--- src/core/rst_seq_pkg.sv ---
// constants and types shared by the reset source sequencer
package rst_seq_pkg;

  // ----------------------------------------------------------------
  // timing
  // ----------------------------------------------------------------
  localparam int CLK_PERIOD_NS    = 100;
  localparam int EXT_MIN_PULSE_NS = 1500;
  localparam int BOD_MIN_LOW_NS   = 2000;
  localparam int BANDGAP_START_US = 70;
  // least times round up to whole cycles
  localparam int EXT_CYC = (EXT_MIN_PULSE_NS + CLK_PERIOD_NS - 1) / CLK_PERIOD_NS;
  localparam int BOD_CYC = (BOD_MIN_LOW_NS + CLK_PERIOD_NS - 1) / CLK_PERIOD_NS;
  localparam int FILT_W  = 5;
  localparam logic [FILT_W-1:0] EXT_CYC_V = FILT_W'(EXT_CYC);
  localparam logic [FILT_W-1:0] BOD_CYC_V = FILT_W'(BOD_CYC);
  localparam int STARTUP_BASE_CYC = 64;
  localparam int WDOG_BASE_TICKS  = 16384;
  localparam int WDOG_PERIODS     = 8;

  // ----------------------------------------------------------------
  // register map
  // ----------------------------------------------------------------
  localparam int ADDR_W = 12;
  localparam logic [ADDR_W-1:0] CAUSE_OFS  = 12'h000;
  localparam logic [ADDR_W-1:0] CTRL_OFS   = 12'h004;
  localparam logic [ADDR_W-1:0] STATUS_OFS = 12'h008;
  localparam int FLAG_POR  = 0;
  localparam int FLAG_EXT  = 1;
  localparam int FLAG_BOR  = 2;
  localparam int FLAG_WDOG = 3;
  localparam int CTRL_WDP_LSB  = 0;
  localparam int CTRL_WDE_BIT  = 3;
  localparam int CTRL_CMP_BANDGAP_SELECT_BIT = 6;
  localparam int STAT_LVL_LSB  = 0;
  localparam int STAT_BG_BIT   = 2;
  localparam int STAT_WDEN_BIT = 3;
  localparam int STAT_RUN_BIT  = 4;
  localparam logic [7:0] CAUSE_RST = 8'h00;
  localparam logic [7:0] CTRL_RST  = 8'h00;
  localparam logic [1:0] SAFETY_L0 = 2'h0;
  localparam logic [1:0] SAFETY_L1 = 2'h1;
  localparam logic [1:0] SAFETY_L2 = 2'h2;

  typedef enum logic [1:0] {SEQ_HOLD, SEQ_DELAY, SEQ_RUN} seq_state_e;

endpackage : rst_seq_pkg

--- src/core/wdog_if.sv ---
// link between the sequencer and its watchdog counter
`timescale 1ns/100ps
interface wdog_if;
  logic       tick;
  logic       restart;
  logic [2:0] period;
  logic       timeout;
  modport ctl (output tick, output restart, output period, input timeout);
  modport cnt (input tick, input restart, input period, output timeout);
endinterface : wdog_if

--- src/core/wdog_counter.sv ---
// watchdog period counter running on oscillator ticks
`timescale 1ns/100ps
module wdog_counter
  import rst_seq_pkg::*;
#(
  parameter int TICK_W     = 22,
  parameter int BASE_TICKS = rst_seq_pkg::WDOG_BASE_TICKS
)(
  input  wire logic clk,
  input  wire logic rst,
  input  wire logic ce,
  wdog_if.cnt       wd
);
  import rst_seq_pkg::*;

  logic [TICK_W-1:0] cnt_r;
  logic [TICK_W-1:0] cnt_nxt;
  logic              tmo_r;
  logic              tmo_nxt;
  logic [TICK_W-1:0] lastTick;

  // ----------------------------------------------------------------
  // counting
  // ----------------------------------------------------------------
  // one of eight periods, base ticks doubled per step
  always_comb
  begin
    lastTick = (TICK_W'(BASE_TICKS) << wd.period) - TICK_W'(1);
    cnt_nxt  = cnt_r;
    tmo_nxt  = 1'b0;
    if (wd.restart)
    begin
      cnt_nxt = '0;
    end
    else if (wd.tick)
    begin
      if (cnt_r == lastTick)
      begin
        cnt_nxt = '0;
        tmo_nxt = 1'b1;
      end
      else
      begin
        cnt_nxt = cnt_r + TICK_W'(1);
      end
    end
  end

  // registers
  always_ff @(posedge clk)
  begin
    if (rst)
    begin
      cnt_r <= '0;
      tmo_r <= 1'b0;
    end
    else if (ce)
    begin
      cnt_r <= cnt_nxt;
      tmo_r <= tmo_nxt;
    end
  end

  assign wd.timeout = tmo_r;

  a_wdog_restart: assert property (@(posedge clk) disable iff (rst)
    ce && wd.restart |=> cnt_r == '0 && !tmo_r)
    else $error("watchdog count not cleared on restart");

  a_wdog_expiry: assert property (@(posedge clk) disable iff (rst)
    ce && wd.tick && !wd.restart && cnt_r == lastTick |=> tmo_r && cnt_r == '0)
    else $error("watchdog period expiry missed");

endmodule : wdog_counter

--- src/core/reset_source_sequencer.sv ---
// chip reset sequencer: reset sources, start-up delay, cause flags, watchdog
// Summary of operation
// - reset held while supply below power-on level
// - rising supply starts delay, reset until expiry
// - supply drop reasserts reset with no delay
// - long low on reset pin resets
// - pin release waits full start-up delay
// - brown-out level chosen by level fuse
// - brown-out reset only when enable fuse set
// - short brown-out dips are ignored
// - brown-out recovery waits full start-up delay
// - watchdog gives one-cycle pulse, delay follows
// - watchdog flag set by watchdog, cleared by power-on or software
// - brown-out flag set by brown-out reset
// - pin flag set by pin reset
// - power-on flag cleared only by software
// - bandgap on for brown-out or comparator select
// - watchdog counts own one megahertz oscillator
// - eight watchdog periods, expiry resets chip
// - always-on fuse gives level two, enabled
// - levels zero and one start disabled
// - delay starts after all sources inactive
// - port pins reset at once, no clock
`timescale 1ns/100ps
module reset_source_sequencer
  import rst_seq_pkg::*;
#(
  parameter int DLY_W        = 24,
  parameter int STARTUP_BASE = rst_seq_pkg::STARTUP_BASE_CYC,
  parameter int WDOG_BASE    = rst_seq_pkg::WDOG_BASE_TICKS
)(
  input  wire logic                      clk,
  input  wire logic                      rst,
  input  wire logic                      ce,
  input  wire logic                      supplyBelowPor,
  input  wire logic                      extRstPinN,
  input  wire logic                      brownoutBelow,
  input  wire logic                      brownoutEnableFuse,
  input  wire logic                      brownoutLevelFuse,
  input  wire logic                      wdogAlwaysOnFuse,
  input  wire logic                      compatModeFuse,
  input  wire logic [3:0]                clockSelectFuses,
  input  wire logic                      wdogOscTick,
  input  wire logic                      wdogRestartInstr,
  input  wire logic                      psel,
  input  wire logic                      penable,
  input  wire logic                      pwrite,
  input  wire logic [rst_seq_pkg::ADDR_W-1:0] paddr,
  input  wire logic [31:0]               pwdata,
  input  wire logic [3:0]                pstrb,
  output logic [31:0]                    prdata,
  output logic                           pready,
  output logic                           pslverr,
  output logic                           chipReset,
  output logic                           portReset,
  output logic                           brownoutLevelHigh,
  output logic                           bandgapEnable,
  output logic [1:0]                     safetyLevel,
  output logic                           wdogEnabled
);
  import rst_seq_pkg::*;

  // ----------------------------------------------------------------
  // declarations
  // ----------------------------------------------------------------
  wdog_if wd ();

  logic [FILT_W-1:0] extCnt_r;
  logic [FILT_W-1:0] extCnt_nxt;
  logic [FILT_W-1:0] bodCnt_r;
  logic [FILT_W-1:0] bodCnt_nxt;
  logic              extActive;
  logic              bodActive;
  logic              wdogPulse;
  logic              anySource;
  seq_state_e        state_r;
  seq_state_e        state_nxt;
  logic [DLY_W-1:0]  dlyCnt_r;
  logic [DLY_W-1:0]  dlyCnt_nxt;
  logic [DLY_W-1:0]  dlyLoad;
  logic [7:0]        cause_r;
  logic [7:0]        cause_nxt;
  logic [7:0]        ctrl_r;
  logic [7:0]        ctrl_nxt;
  logic [31:0]       prdata_r;
  logic [31:0]       prdata_nxt;
  logic [7:0]        statusVal;
  logic              wrAccess;
  logic              setupRd;
  logic              hitCause;
  logic              hitCtrl;
  logic              hitStatus;
  logic              mapped;

  // ----------------------------------------------------------------
  // reset sources
  // ----------------------------------------------------------------
  // pin and brown-out low-time filters, saturating counters
  always_comb
  begin
    extCnt_nxt = extCnt_r;
    bodCnt_nxt = bodCnt_r;
    if (extRstPinN)
    begin
      extCnt_nxt = '0;
    end
    else if (extCnt_r != EXT_CYC_V)
    begin
      extCnt_nxt = extCnt_r + FILT_W'(1);
    end
    if (!brownoutBelow || !brownoutEnableFuse)
    begin
      bodCnt_nxt = '0;
    end
    else if (bodCnt_r != BOD_CYC_V)
    begin
      bodCnt_nxt = bodCnt_r + FILT_W'(1);
    end
  end

  always_ff @(posedge clk)
  begin
    if (rst)
    begin
      extCnt_r <= '0;
      bodCnt_r <= '0;
    end
    else if (ce)
    begin
      extCnt_r <= extCnt_nxt;
      bodCnt_r <= bodCnt_nxt;
    end
  end

  // source levels; release of pin or supply drops them at once
  assign extActive = !extRstPinN && (extCnt_r == EXT_CYC_V);
  assign bodActive = brownoutEnableFuse && brownoutBelow
                     && (bodCnt_r == BOD_CYC_V);
  assign wdogPulse = wd.timeout;
  assign anySource = supplyBelowPor || extActive || bodActive || wdogPulse;

  // comparator level select, high level when fuse programmed
  assign brownoutLevelHigh = brownoutLevelFuse;

  // ----------------------------------------------------------------
  // start-up delay sequencer
  // ----------------------------------------------------------------
  // delay length doubles per clock-select step
  always_comb
  begin
    dlyLoad    = (DLY_W'(STARTUP_BASE) << clockSelectFuses[2:0]) - DLY_W'(1);
    state_nxt  = state_r;
    dlyCnt_nxt = dlyCnt_r;
    case (state_r)
      SEQ_HOLD:
      begin
        if (!anySource)
        begin
          state_nxt  = SEQ_DELAY;
          dlyCnt_nxt = dlyLoad;
        end
      end
      SEQ_DELAY:
      begin
        if (anySource)
        begin
          state_nxt = SEQ_HOLD;
        end
        else if (dlyCnt_r == '0)
        begin
          state_nxt = SEQ_RUN;
        end
        else
        begin
          dlyCnt_nxt = dlyCnt_r - DLY_W'(1);
        end
      end
      SEQ_RUN:
      begin
        if (anySource)
        begin
          state_nxt = SEQ_HOLD;
        end
      end
      default:
      begin
        state_nxt = SEQ_HOLD;
      end
    endcase
  end

  always_ff @(posedge clk)
  begin
    if (rst)
    begin
      state_r  <= SEQ_HOLD;
      dlyCnt_r <= '0;
    end
    else if (ce)
    begin
      state_r  <= state_nxt;
      dlyCnt_r <= dlyCnt_nxt;
    end
  end

  // chip reset asserted straight from the sources, released by the clocked state; port reset follows the sources
  assign chipReset = anySource || (state_r != SEQ_RUN);
  assign portReset = anySource;

  // ----------------------------------------------------------------
  // watchdog control
  // ----------------------------------------------------------------
  always_comb
  begin
    if (wdogAlwaysOnFuse)
    begin
      safetyLevel = SAFETY_L2;
    end
    else if (compatModeFuse)
    begin
      safetyLevel = SAFETY_L0;
    end
    else
    begin
      safetyLevel = SAFETY_L1;
    end
  end

  // level two cannot be switched off; others start off
  assign wdogEnabled = wdogAlwaysOnFuse || ctrl_r[CTRL_WDE_BIT];
  assign wd.tick     = wdogOscTick;
  assign wd.period   = ctrl_r[CTRL_WDP_LSB +: 3];
  assign wd.restart  = wdogRestartInstr || !wdogEnabled || chipReset;

  wdog_counter #(
    .TICK_W     (22),
    .BASE_TICKS (WDOG_BASE)
  ) u_wdog (
    .clk (clk),
    .rst (rst),
    .ce  (ce),
    .wd  (wd.cnt)
  );

  // bandgap needed by brown-out or comparator
  assign bandgapEnable = brownoutEnableFuse || ctrl_r[CTRL_CMP_BANDGAP_SELECT_BIT];

  // ----------------------------------------------------------------
  // register file and apb slave
  // ----------------------------------------------------------------
  always_comb
  begin
    hitCause  = 1'b0;
    hitCtrl   = 1'b0;
    hitStatus = 1'b0;
    if (paddr == CAUSE_OFS)
    begin
      hitCause = 1'b1;
    end
    else if (paddr == CTRL_OFS)
    begin
      hitCtrl = 1'b1;
    end
    else if (paddr == STATUS_OFS)
    begin
      hitStatus = 1'b1;
    end
  end

  assign mapped   = hitCause || hitCtrl || hitStatus;
  assign wrAccess = psel && penable && pwrite && pstrb[0];
  assign setupRd  = psel && !penable && !pwrite;

  always_comb
  begin
    statusVal                           = 8'h00;
    statusVal[STAT_LVL_LSB +: 2]        = safetyLevel;
    statusVal[STAT_BG_BIT]              = bandgapEnable;
    statusVal[STAT_WDEN_BIT]            = wdogEnabled;
    statusVal[STAT_RUN_BIT]             = (state_r == SEQ_RUN);
  end

  // flags: software writes zero to clear, hardware set wins
  always_comb
  begin
    cause_nxt = cause_r;
    ctrl_nxt  = ctrl_r;
    if (wrAccess && hitCause)
    begin
      cause_nxt[3:0] = cause_r[3:0] & pwdata[3:0];
    end
    if (wrAccess && hitCtrl)
    begin
      ctrl_nxt = pwdata[7:0] & 8'h4f;
    end
    if (chipReset)
    begin
      ctrl_nxt = CTRL_RST;
    end
    if (wdogPulse)
    begin
      cause_nxt[FLAG_WDOG] = 1'b1;
    end
    if (bodActive)
    begin
      cause_nxt[FLAG_BOR] = 1'b1;
    end
    if (extActive)
    begin
      cause_nxt[FLAG_EXT] = 1'b1;
    end
    if (supplyBelowPor)
    begin
      cause_nxt[FLAG_POR]  = 1'b1;
      cause_nxt[FLAG_EXT]  = 1'b0;
      cause_nxt[FLAG_BOR]  = 1'b0;
      cause_nxt[FLAG_WDOG] = 1'b0;
    end
  end

  // read data captured in the setup cycle
  always_comb
  begin
    prdata_nxt = prdata_r;
    if (setupRd)
    begin
      prdata_nxt = 32'h0000_0000;
      if (hitCause)
      begin
        prdata_nxt[7:0] = cause_r;
      end
      else if (hitCtrl)
      begin
        prdata_nxt[7:0] = ctrl_r;
      end
      else if (hitStatus)
      begin
        prdata_nxt[7:0] = statusVal;
      end
    end
  end

  always_ff @(posedge clk)
  begin
    if (rst)
    begin
      cause_r  <= CAUSE_RST;
      ctrl_r   <= CTRL_RST;
      prdata_r <= 32'h0000_0000;
    end
    else if (ce)
    begin
      cause_r  <= cause_nxt;
      ctrl_r   <= ctrl_nxt;
      prdata_r <= prdata_nxt;
    end
  end

  assign prdata  = prdata_r;
  assign pready  = 1'b1;
  assign pslverr = psel && penable && !mapped;

  // ----------------------------------------------------------------
  // checks
  // ----------------------------------------------------------------
  a_por_holds_rst: assert property (@(posedge clk) disable iff (rst)
    supplyBelowPor |-> chipReset && portReset)
    else $error("power-on level did not hold reset");

  a_ext_long_low: assert property (@(posedge clk) disable iff (rst)
    !extRstPinN && extCnt_r == EXT_CYC_V |-> chipReset && portReset)
    else $error("long pin low did not reset");

  a_release_delay: assert property (@(posedge clk) disable iff (rst)
    ce && state_r == SEQ_HOLD && !anySource |=> state_r == SEQ_DELAY && dlyCnt_r == $past(dlyLoad))
    else $error("delay counter not started after sources went idle");

  a_run_via_delay: assert property (@(posedge clk) disable iff (rst)
    $rose(state_r == SEQ_RUN) |-> $past(state_r) == SEQ_DELAY && $past(dlyCnt_r) == '0)
    else $error("reset released before delay expired");

  a_bod_gated: assert property (@(posedge clk) disable iff (rst)
    !brownoutEnableFuse |-> !bodActive && bodCnt_r == '0)
    else $error("brown-out active with detector disabled");

  a_bod_short_dip: assert property (@(posedge clk) disable iff (rst)
    ce && $rose(brownoutBelow) && brownoutEnableFuse |-> !bodActive ##1 !bodActive)
    else $error("brown-out dip acted too soon");

  a_wdog_one_cycle: assert property (@(posedge clk) disable iff (rst)
    wdogPulse |-> chipReset ##1 !wdogPulse)
    else $error("watchdog reset pulse longer than one cycle");

  a_por_flags: assert property (@(posedge clk) disable iff (rst)
    ce && supplyBelowPor |=> cause_r[3:0] == 4'h1)
    else $error("power-on did not set its flag and clear others");

  a_wdog_flag_set: assert property (@(posedge clk) disable iff (rst)
    ce && wdogPulse && !supplyBelowPor |=> cause_r[FLAG_WDOG])
    else $error("watchdog flag not set");

  a_lvl2_enabled: assert property (@(posedge clk) disable iff (rst)
    wdogAlwaysOnFuse |-> wdogEnabled && safetyLevel == SAFETY_L2)
    else $error("always-on fuse did not force watchdog on");

  a_bandgap_off: assert property (@(posedge clk) disable iff (rst)
    !brownoutEnableFuse && !ctrl_r[CTRL_CMP_BANDGAP_SELECT_BIT] |-> !bandgapEnable)
    else $error("bandgap on with no user");

endmodule : reset_source_sequencer

--- config.mk ---
export PLATFORM = sky130hd
export DESIGN_NAME = reset_source_sequencer
export DESIGN_NICKNAME = d
export VERILOG_FILES = /design/src/core/rst_seq_pkg.sv /design/src/core/wdog_if.sv /design/src/core/wdog_counter.sv /design/src/core/reset_source_sequencer.sv
export SDC_FILE = /design/constraint.sdc
export NUM_CORES = 1
export LEC_CHECK = 0
export ABC_AREA = 1
export BUFFER_PORTS_ARGS = -buffer_cell sky130_fd_sc_hd__buf_2
export CAP_MARGIN = 20
export CORE_MARGIN = 2
export CORE_UTILIZATION = 61
export CTS_BUF_LIST = sky130_fd_sc_hd__clkbuf_4
export DETAILED_ROUTE_END_ITERATION = 10
export PLACE_DENSITY = 0.95
export SETUP_SLACK_MARGIN = 0.05
export SLEW_MARGIN = 25
export SYNTH_ARGS = -nofsm -noshare
export SYNTH_HDL_FRONTEND = slang
export SYNTH_SLANG_ARGS = --single-unit
export TNS_END_PERCENT = 10
--- constraint.sdc ---
create_clock -name clk -period 3.4 [get_ports clk]
set_input_delay 0.51 -clock clk [delete_from_list [all_inputs] [get_ports clk]]
set_output_delay 0.51 -clock clk [all_outputs]
set_load 0.005 [all_outputs]
==> run_results.csv, run 1 <==
group,metric,value,unit
global_route,grt_pass1_vias,4451,
die,start_util,63.6,%
logic_synthesis,synthXorXnorAreaFrac,2.12,%
flow_run,drv_cap,0,
clock_network,cts_setup_buffers,0,
place,io_buffers,47,
min_path,whs_path_depth,3,
setup_path,path_class,"flip-flop to output port",
timing,slew_viol_final,0,
setup_path,cp.required,2.89,ns
logic_synthesis,syn_area,0.00496,mm2
clock_network,hold_buffers,0,
min_path,min_to,"ctrl_r[6]",
setup_path,cp.buffers_inverters,2,
place,dp_hpwl,8320,um
logic_synthesis,synth_top_family_by_area,"simple AND/OR/NAND/NOR gates",
global_route,grt_max_degree,26,
logic_synthesis,avgSynthCellArea,6.57,um2
layout,fill_cells,655,
die,fp.coreArea,0.00781,mm2
logic_synthesis,synth_top_area_cell,"dfxtp_1",
setup_path,crit_path_end_kind,"output port",
setup_path,worstPathMaxFanout,4,
layout,final_core_utilization,67.5,%
layout,multi_input_area,0.00287,mm2
detailed_routing,ant_nets,0,
timing,clock.fmax,398,MHz
clock_network,cts_max_path_buffers,2,
min_path,hold_path_class,"primary input to flip-flop",
timing,relSlewSlack,58.0,%
detailed_routing,wire_per_inst,12.9,um
clock_network,cts_resized,0,
logic_synthesis,synth_top_area_share,29.8,%
timing,setup_viol,0,
detailed_routing,drt-total-wl,11600,um
logic_synthesis,synthArstFlopShare,0,%
logic_synthesis,synth_cell_types,44,
min_path,hp-start,"pwdata[6]",
setup_path,r2r-end,"dlyCnt_r[11]",
detailed_routing,dr.pass1.iters,5,
global_route,antenna_found_initial,0,
clock_network,htreeDepth,3,
timing,grt_setup_unrepaired,"false",
logic_synthesis,ys_ff_latch,74,
timing,final.period_utilization,73.9,%
setup_path,max_stage_delay,0.35,ns
setup_path,reg2reg_depth,14,
detailed_routing,drt_iter0_markers,306,
layout,post_route_cells_drive_above_1_share,16.2,%
logic_synthesis,synth_ff_type,"dfxtp_1",
detailed_routing,vias,4862,
die,row_count,32,
logic_synthesis,synth_compound_area_share,14.6,%
die,die_w,94.2,um
timing,max_slew.worst_pin.slew,0.629,ns
setup_path,critPathTopFamily,"simple AND/OR/NAND/NOR gates",
detailed_routing,vias_per_cell,5.41,
global_route,overflow,0,
run_status,status,"finished, final reports clean",
logic_synthesis,syn-instance-count,756,
clock_network,cts_sinks,74,
setup_path,startpoint_type,"flip-flop",
place,routabilityCongestion,0.891,
clock_network,cts-root-buf,"clkbuf_4",
timing,fin_skew,0.0178,ns
timing,hold_viol,0,
logic_synthesis,synth-adder-area-share,2.02,%
layout,diodes,0,
timing,setup_tns,0,ns
logic_synthesis,muxShareOfSynthArea,0,%
logic_synthesis,synthSimpleGateAreaFrac,37.0,%
logic_synthesis,synth-edff-count,0,
power_and_ir_drop,irDropWorstVdd,252,uV
layout,nets,867,
global_route,grt_pass1_wl,19700,um
clock_network,cts_made_buffers,9,
die,dieHeight,94.2,um
die,die_area,0.00887,mm2
clock_network,clk_pin_slew,0.14,ns
layout,register_area,0.00148,mm2
logic_synthesis,synth_seq_area_share,29.8,%
setup_path,reg2reg_slack,1.07,ns
clock_network,cts_tree,"yes",
setup_path,crit_chain,"ha_1 -> inv_1 -> nor3_1 -> ha_1 -> nand2_4 -> nand2_4 -> nor2_8 -> nand3_1 -> buf_2",
setup_path,arrival,2.00,ns
die,ios,108,
setup_path,reg2reg_from,"extCnt_r[0]",
power_and_ir_drop,p_leak,2.23,nW
logic_synthesis,synth_area_leaders,"dfxtp_1 (30%), nand2_1 (13%), nor2_1 (8.2%), inv_1 (6.5%), nand3_1 (5.0%)",
power_and_ir_drop,power_density,374,mW/mm2
global_route,track_usage,27.6,%
timing,min_period,2.51,ns
layout,area_growth,6.10,%
detailed_routing,drc_errors,0,
logic_synthesis,yosys_warnings,0,
setup_path,crit_path_top_delay_cell,"dfxtp_1",
clock_network,clk_latency,0.43,ns
-- final cells by class --
cell class | count | area share [%]
flip-flops and latches | 74 | 28.1
inverters | 91 | 6.53
clock inverters | 7 | 2.23
multi-input cells | 566 | 54.5
clock buffers | 9 | 1.28
repair buffers | 50 | 4.89
well taps | 102 | 2.42
-- power breakdown --
part / total (mW) / switching (mW) / leakage (nW) / internal [mW]
clock network: 0.701 / 0.331 / 0.0898 / 0.370
logic: 0.347 / 0.231 / 1.54 / 0.115
registers: 0.921 / 0.0266 / 0.601 / 0.894
-- state kept, by name, indices dropped and copies added (netlist names) --
register	cells
dlyCnt_r	24
u_wdog.cnt_r	22
prdata	6
bodCnt_r	5
ctrl_r	5
extCnt_r	5
cause_r	4
state_r	2
u_wdog.wd.timeout	1
-- metrics by stage --
step                setup slack (ns)  hold WS, ns  std cells  cell area, um2  power [mW]
floorplan                       1.51        0.435        781            5060        1.23
global placement                1.11        0.450        883            5080        1.27
detailed placement              1.09        0.453        883            5080        1.28
CTS                            0.900        0.294        899            5270        1.97
global route                   0.730        0.317        899            5270        2.05
finish                         0.888        0.307        899            5270        1.97
-- worst reg2reg max path: stages (launching register included) --
cell,delay (ns)
dfxtp_1,0.35
ha_1,0.21
inv_1,0.07
nor3_1,0.05
ha_1,0.20
nand2_4,0.10
nand2_4,0.08
nor2_8,0.10
nand2_4,0.07
nor3_4,0.19
nand2_4,0.19
inv_4,0.33
o21ai_0,0.15
nor2_1,0.12
nor2_1,0.04
-- per-layer routing --
metal	GRT usage, %	up-vias	share of wire, %	wire (um)
met5	0	-	0	0
met4	9.42	0	2.2	258
met3	7.38	33	6.3	727
met2	46.9	183	49	5690
met1	33.6	2192	42	4910
li1	-	2454	-	-
-- synthesized netlist by cell type, types with 4 or more instances --
library cell,instances
nand2_1,169
nor2_4,4
nand3_1,50
a21oi_2,11
xor2_1,10
dfxtp_1,74
buf_2,6
a21oi_1,43
nand3_2,4
buf_4,31
clkbuf_1,6
o21ai_0,37
nand2_4,7
nor3_1,16
nand4_1,14
inv_1,86
o21ai_1,5
inv_2,4
o21ai_2,11
ha_1,8
nand3b_1,5
nor2_2,9
nor2_1,108
-- worst max-delay path by stage --
stage | slack [ns] | endpoint | start | cells past startpoint
after CTS | 0.90 | chipReset | extCnt_r[0] | 9
after global routing | 0.73 | chipReset | extCnt_r[0] | 9
final | 0.89 | chipReset | extCnt_r[0] | 9
after detailed placement | 1.09 | dlyCnt_r[11] | extCnt_r[0] | 14
after global placement | 1.11 | dlyCnt_r[11] | extCnt_r[0] | 14
after floorplan | 1.51 | dlyCnt_r[8] | extCnt_r[0] | 14
-- layout by cell type (no fill, tap or decap), types with 3 or more instances in the layout --
cell type | netlist | layout
buf_2 | 6 | 47
nor3_1 | 16 | 16
nor2_1 | 108 | 108
o21ai_1 | 5 | 5
inv_1 | 86 | 86
o21ai_2 | 11 | 11
xor2_1 | 10 | 10
inv_2 | 4 | 4
o21ai_0 | 37 | 37
a21oi_2 | 11 | 11
nand2_4 | 7 | 7
conb_1 | 2 | 27
nand2_2 | 3 | 3
nand2_1 | 169 | 169
o31ai_2 | 3 | 3
bufinv_16 | 0 | 3
and3_1 | 3 | 3
a21oi_1 | 43 | 43
nand3_2 | 4 | 4
dfxtp_1 | 74 | 74
ha_1 | 8 | 8
nor2_4 | 4 | 4
nand3_1 | 50 | 50
nand3b_1 | 5 | 5
a211oi_1 | 3 | 3
nand4_1 | 14 | 14
buf_4 | 31 | 3
clkbuf_4 | 0 | 9
nor2_2 | 9 | 9
-- logic make-up (layout without fill, tap and decap cells) --
family / after synthesis / in the layout
other: 2 / 27
flip-flops: 74 / 74
XOR/XNOR: 12 / 12
adder cells (fa/ha/maj): 8 / 8
AND/OR/NAND/NOR: 400 / 400
AO/OA/AOI/OAI: 119 / 119
buffers and inverters: 141 / 157
Note: power is estimated with default switching activity, not from simulation.
==> run 2: changes to the inputs <==
- CORE_UTILIZATION: 61 -> 51
- PLACE_DENSITY: 0.95 -> 0.9
- clock period: 3.4 -> 2.2 ns (I/O delays scaled with it)
==> run_results.csv, run 2 (synthesis results as in run 1) <==
group,metric,value,unit
clock_network,cts_sinks,74,
detailed_routing,vias,4854,
timing,fin_skew,0.0233,ns
place,pre_cts_ws,0.00337,ns
layout,nets,885,
layout,finalNonFillerCells,947,
clock_network,cts_made_buffers,9,
timing,setup_tns,0,ns
clock_network,cts-root-buf,"clkbuf_4",
layout,largest_reg_flops,24,
timing,grt_setup_unrepaired,"true",
timing,slew_viol_final,0,
place,placedInstanceArea,0.00519,mm2
setup_path,critPathTopFamily,"simple AND/OR/NAND/NOR gates",
clock_network,htreeDepth,3,
setup_path,cp.buffers_inverters,2,
clock_network,cts_tree,"yes",
detailed_routing,drt_iter0_markers,190,
global_route,grt_pass1_wl,18500,um
global_route,antenna_found_initial,0,
global_route,track_usage,21.8,%
timing,fin_ws,0.0580,ns
die,ios,108,
setup_path,cpMostUsedCell,"nand2_4",
setup_path,arrival,2.51,ns
power_and_ir_drop,power_density,533,mW/mm2
place,dp_hpwl,8140,um
layout,post_route_cells_drive_above_1_share,19.5,%
timing,hold_viol,0,
die,row_count,36,
flow_run,drv_cap,0,
detailed_routing,drc_errors,0,
layout,layout_commonest_cell,"nand2_1",
layout,multi_input_area,0.00296,mm2
detailed_routing,wire_per_inst,11.9,um
layout,fill_cells,896,
die,dieHeight,103,um
layout,area_growth,11.3,%
place,dp_cells,923,
clock_network,hold_buffers,0,
setup_path,worstPathMaxFanout,6,
place,io_buffers,47,
setup_path,cp.required,2.57,ns
clock_network,clk_pin_slew,0.13,ns
detailed_routing,vias_per_cell,5.13,
layout,max_flop_register,"dlyCnt_r",
setup_path,max_stage_delay,0.36,ns
layout,register_area,0.00148,mm2
global_route,overflow,0,
setup_path,startpoint_type,"flip-flop",
place,routabilityCongestion,0.907,
timing,final.period_utilization,97.4,%
global_route,grt_max_degree,26,
layout,most-common-layout-cells,"nand2_1 (167), nor2_1 (108), inv_1 (85)",
timing,holdWs,0.124,ns
clock_network,cts_max_path_buffers,2,
detailed_routing,drt-total-wl,11200,um
die,die_area,0.0105,mm2
die,start_util,51.7,%
layout,diodes,0,
run_status,status,"finished, final reports clean",
setup_path,path_class,"flip-flop to flip-flop",
layout,final_core_utilization,57.6,%
detailed_routing,dr.pass1.iters,4,
layout,final_area,0.00552,mm2
setup_path,crit_path_end_kind,"flip-flop",
setup_path,crit_path_top_delay_cell,"dfxtp_2",
global_route,grt_pass1_vias,4414,
power_and_ir_drop,p_leak,2.33,nW
timing,clock.fmax,467,MHz
setup_path,crit_chain,"ha_4 -> inv_2 -> nor3_2 -> ha_2 -> nand2_4 -> nand2_4 -> nor2_8 -> nand2_4 -> nor3_4 -> nand2_4 -> buf_4 -> nor2_1 -> o21ai_0 -> a21oi_1",
power_and_ir_drop,power,2.95,mW
min_path,hold_path_class,"primary input to flip-flop",
power_and_ir_drop,irDropWorstVdd,345,uV
timing,min_period,2.14,ns
timing,setup_viol,0,
detailed_routing,ant_nets,0,
clock_network,clk_latency,0.44,ns
die,fp.coreArea,0.00959,mm2
die,die_w,103,um
-- run 2: layer usage --
metal | vias up | track usage, % | share of wire [%]
met1 | 2205 | 25.2 | 43
met4 | 0 | 6.67 | 1.2
met3 | 17 | 4.95 | 6.2
met5 | - | 0 | 0
met2 | 136 | 39.7 | 50
li1 | 2496 | - | -
-- run 2: path summary, 6_finish.rpt --
check	depth (start not counted)	end	from	slack, ns
worst min-delay path	3	ctrl_r[6]	pwdata[6]	0.12
worst min register to register	2	extCnt_r[4]	extCnt_r[4]	0.47
worst max register to register	14	dlyCnt_r[21]	extCnt_r[1]	0.06
worst max-delay path	14	dlyCnt_r[21]	extCnt_r[1]	0.06
-- run 2: repair_timing --
item,CTS,global route
pin swaps,1,10
resized for setup,5,29
gates cloned,1,0
setup buffers,1,7
setup endpoints to repair,28,49
-- run 2: worst min-delay path, delay by kind of cell --
kind / cells / cell delay [ns]
buffers and inverters: 1 / 0.10
AND/OR/NAND/NOR: 1 / 0.06
AO/OA/AOI/OAI: 1 / 0.05
-- run 2: final cells by class --
cell class	count	share of cell area [%]
repair buffers	67	7.43
multi-input cells	567	53.6
well taps	133	3.01
clock inverters	6	1.47
flip-flops and latches	74	26.9
clock buffers	9	1.22
inverters	91	6.41
-- run 2: report_power, final --
| part | total, mW | switching, mW | leakage [nW] | internal, mW |
|---|---|---|---|---|
| Sequential | 1.42 | 0.0414 | 0.602 | 1.38 |
| Combinational | 0.584 | 0.374 | 1.64 | 0.210 |
| Clock | 0.939 | 0.489 | 0.0813 | 0.450 |
| Total | 2.95 | 0.905 | 2.33 | 2.04 |
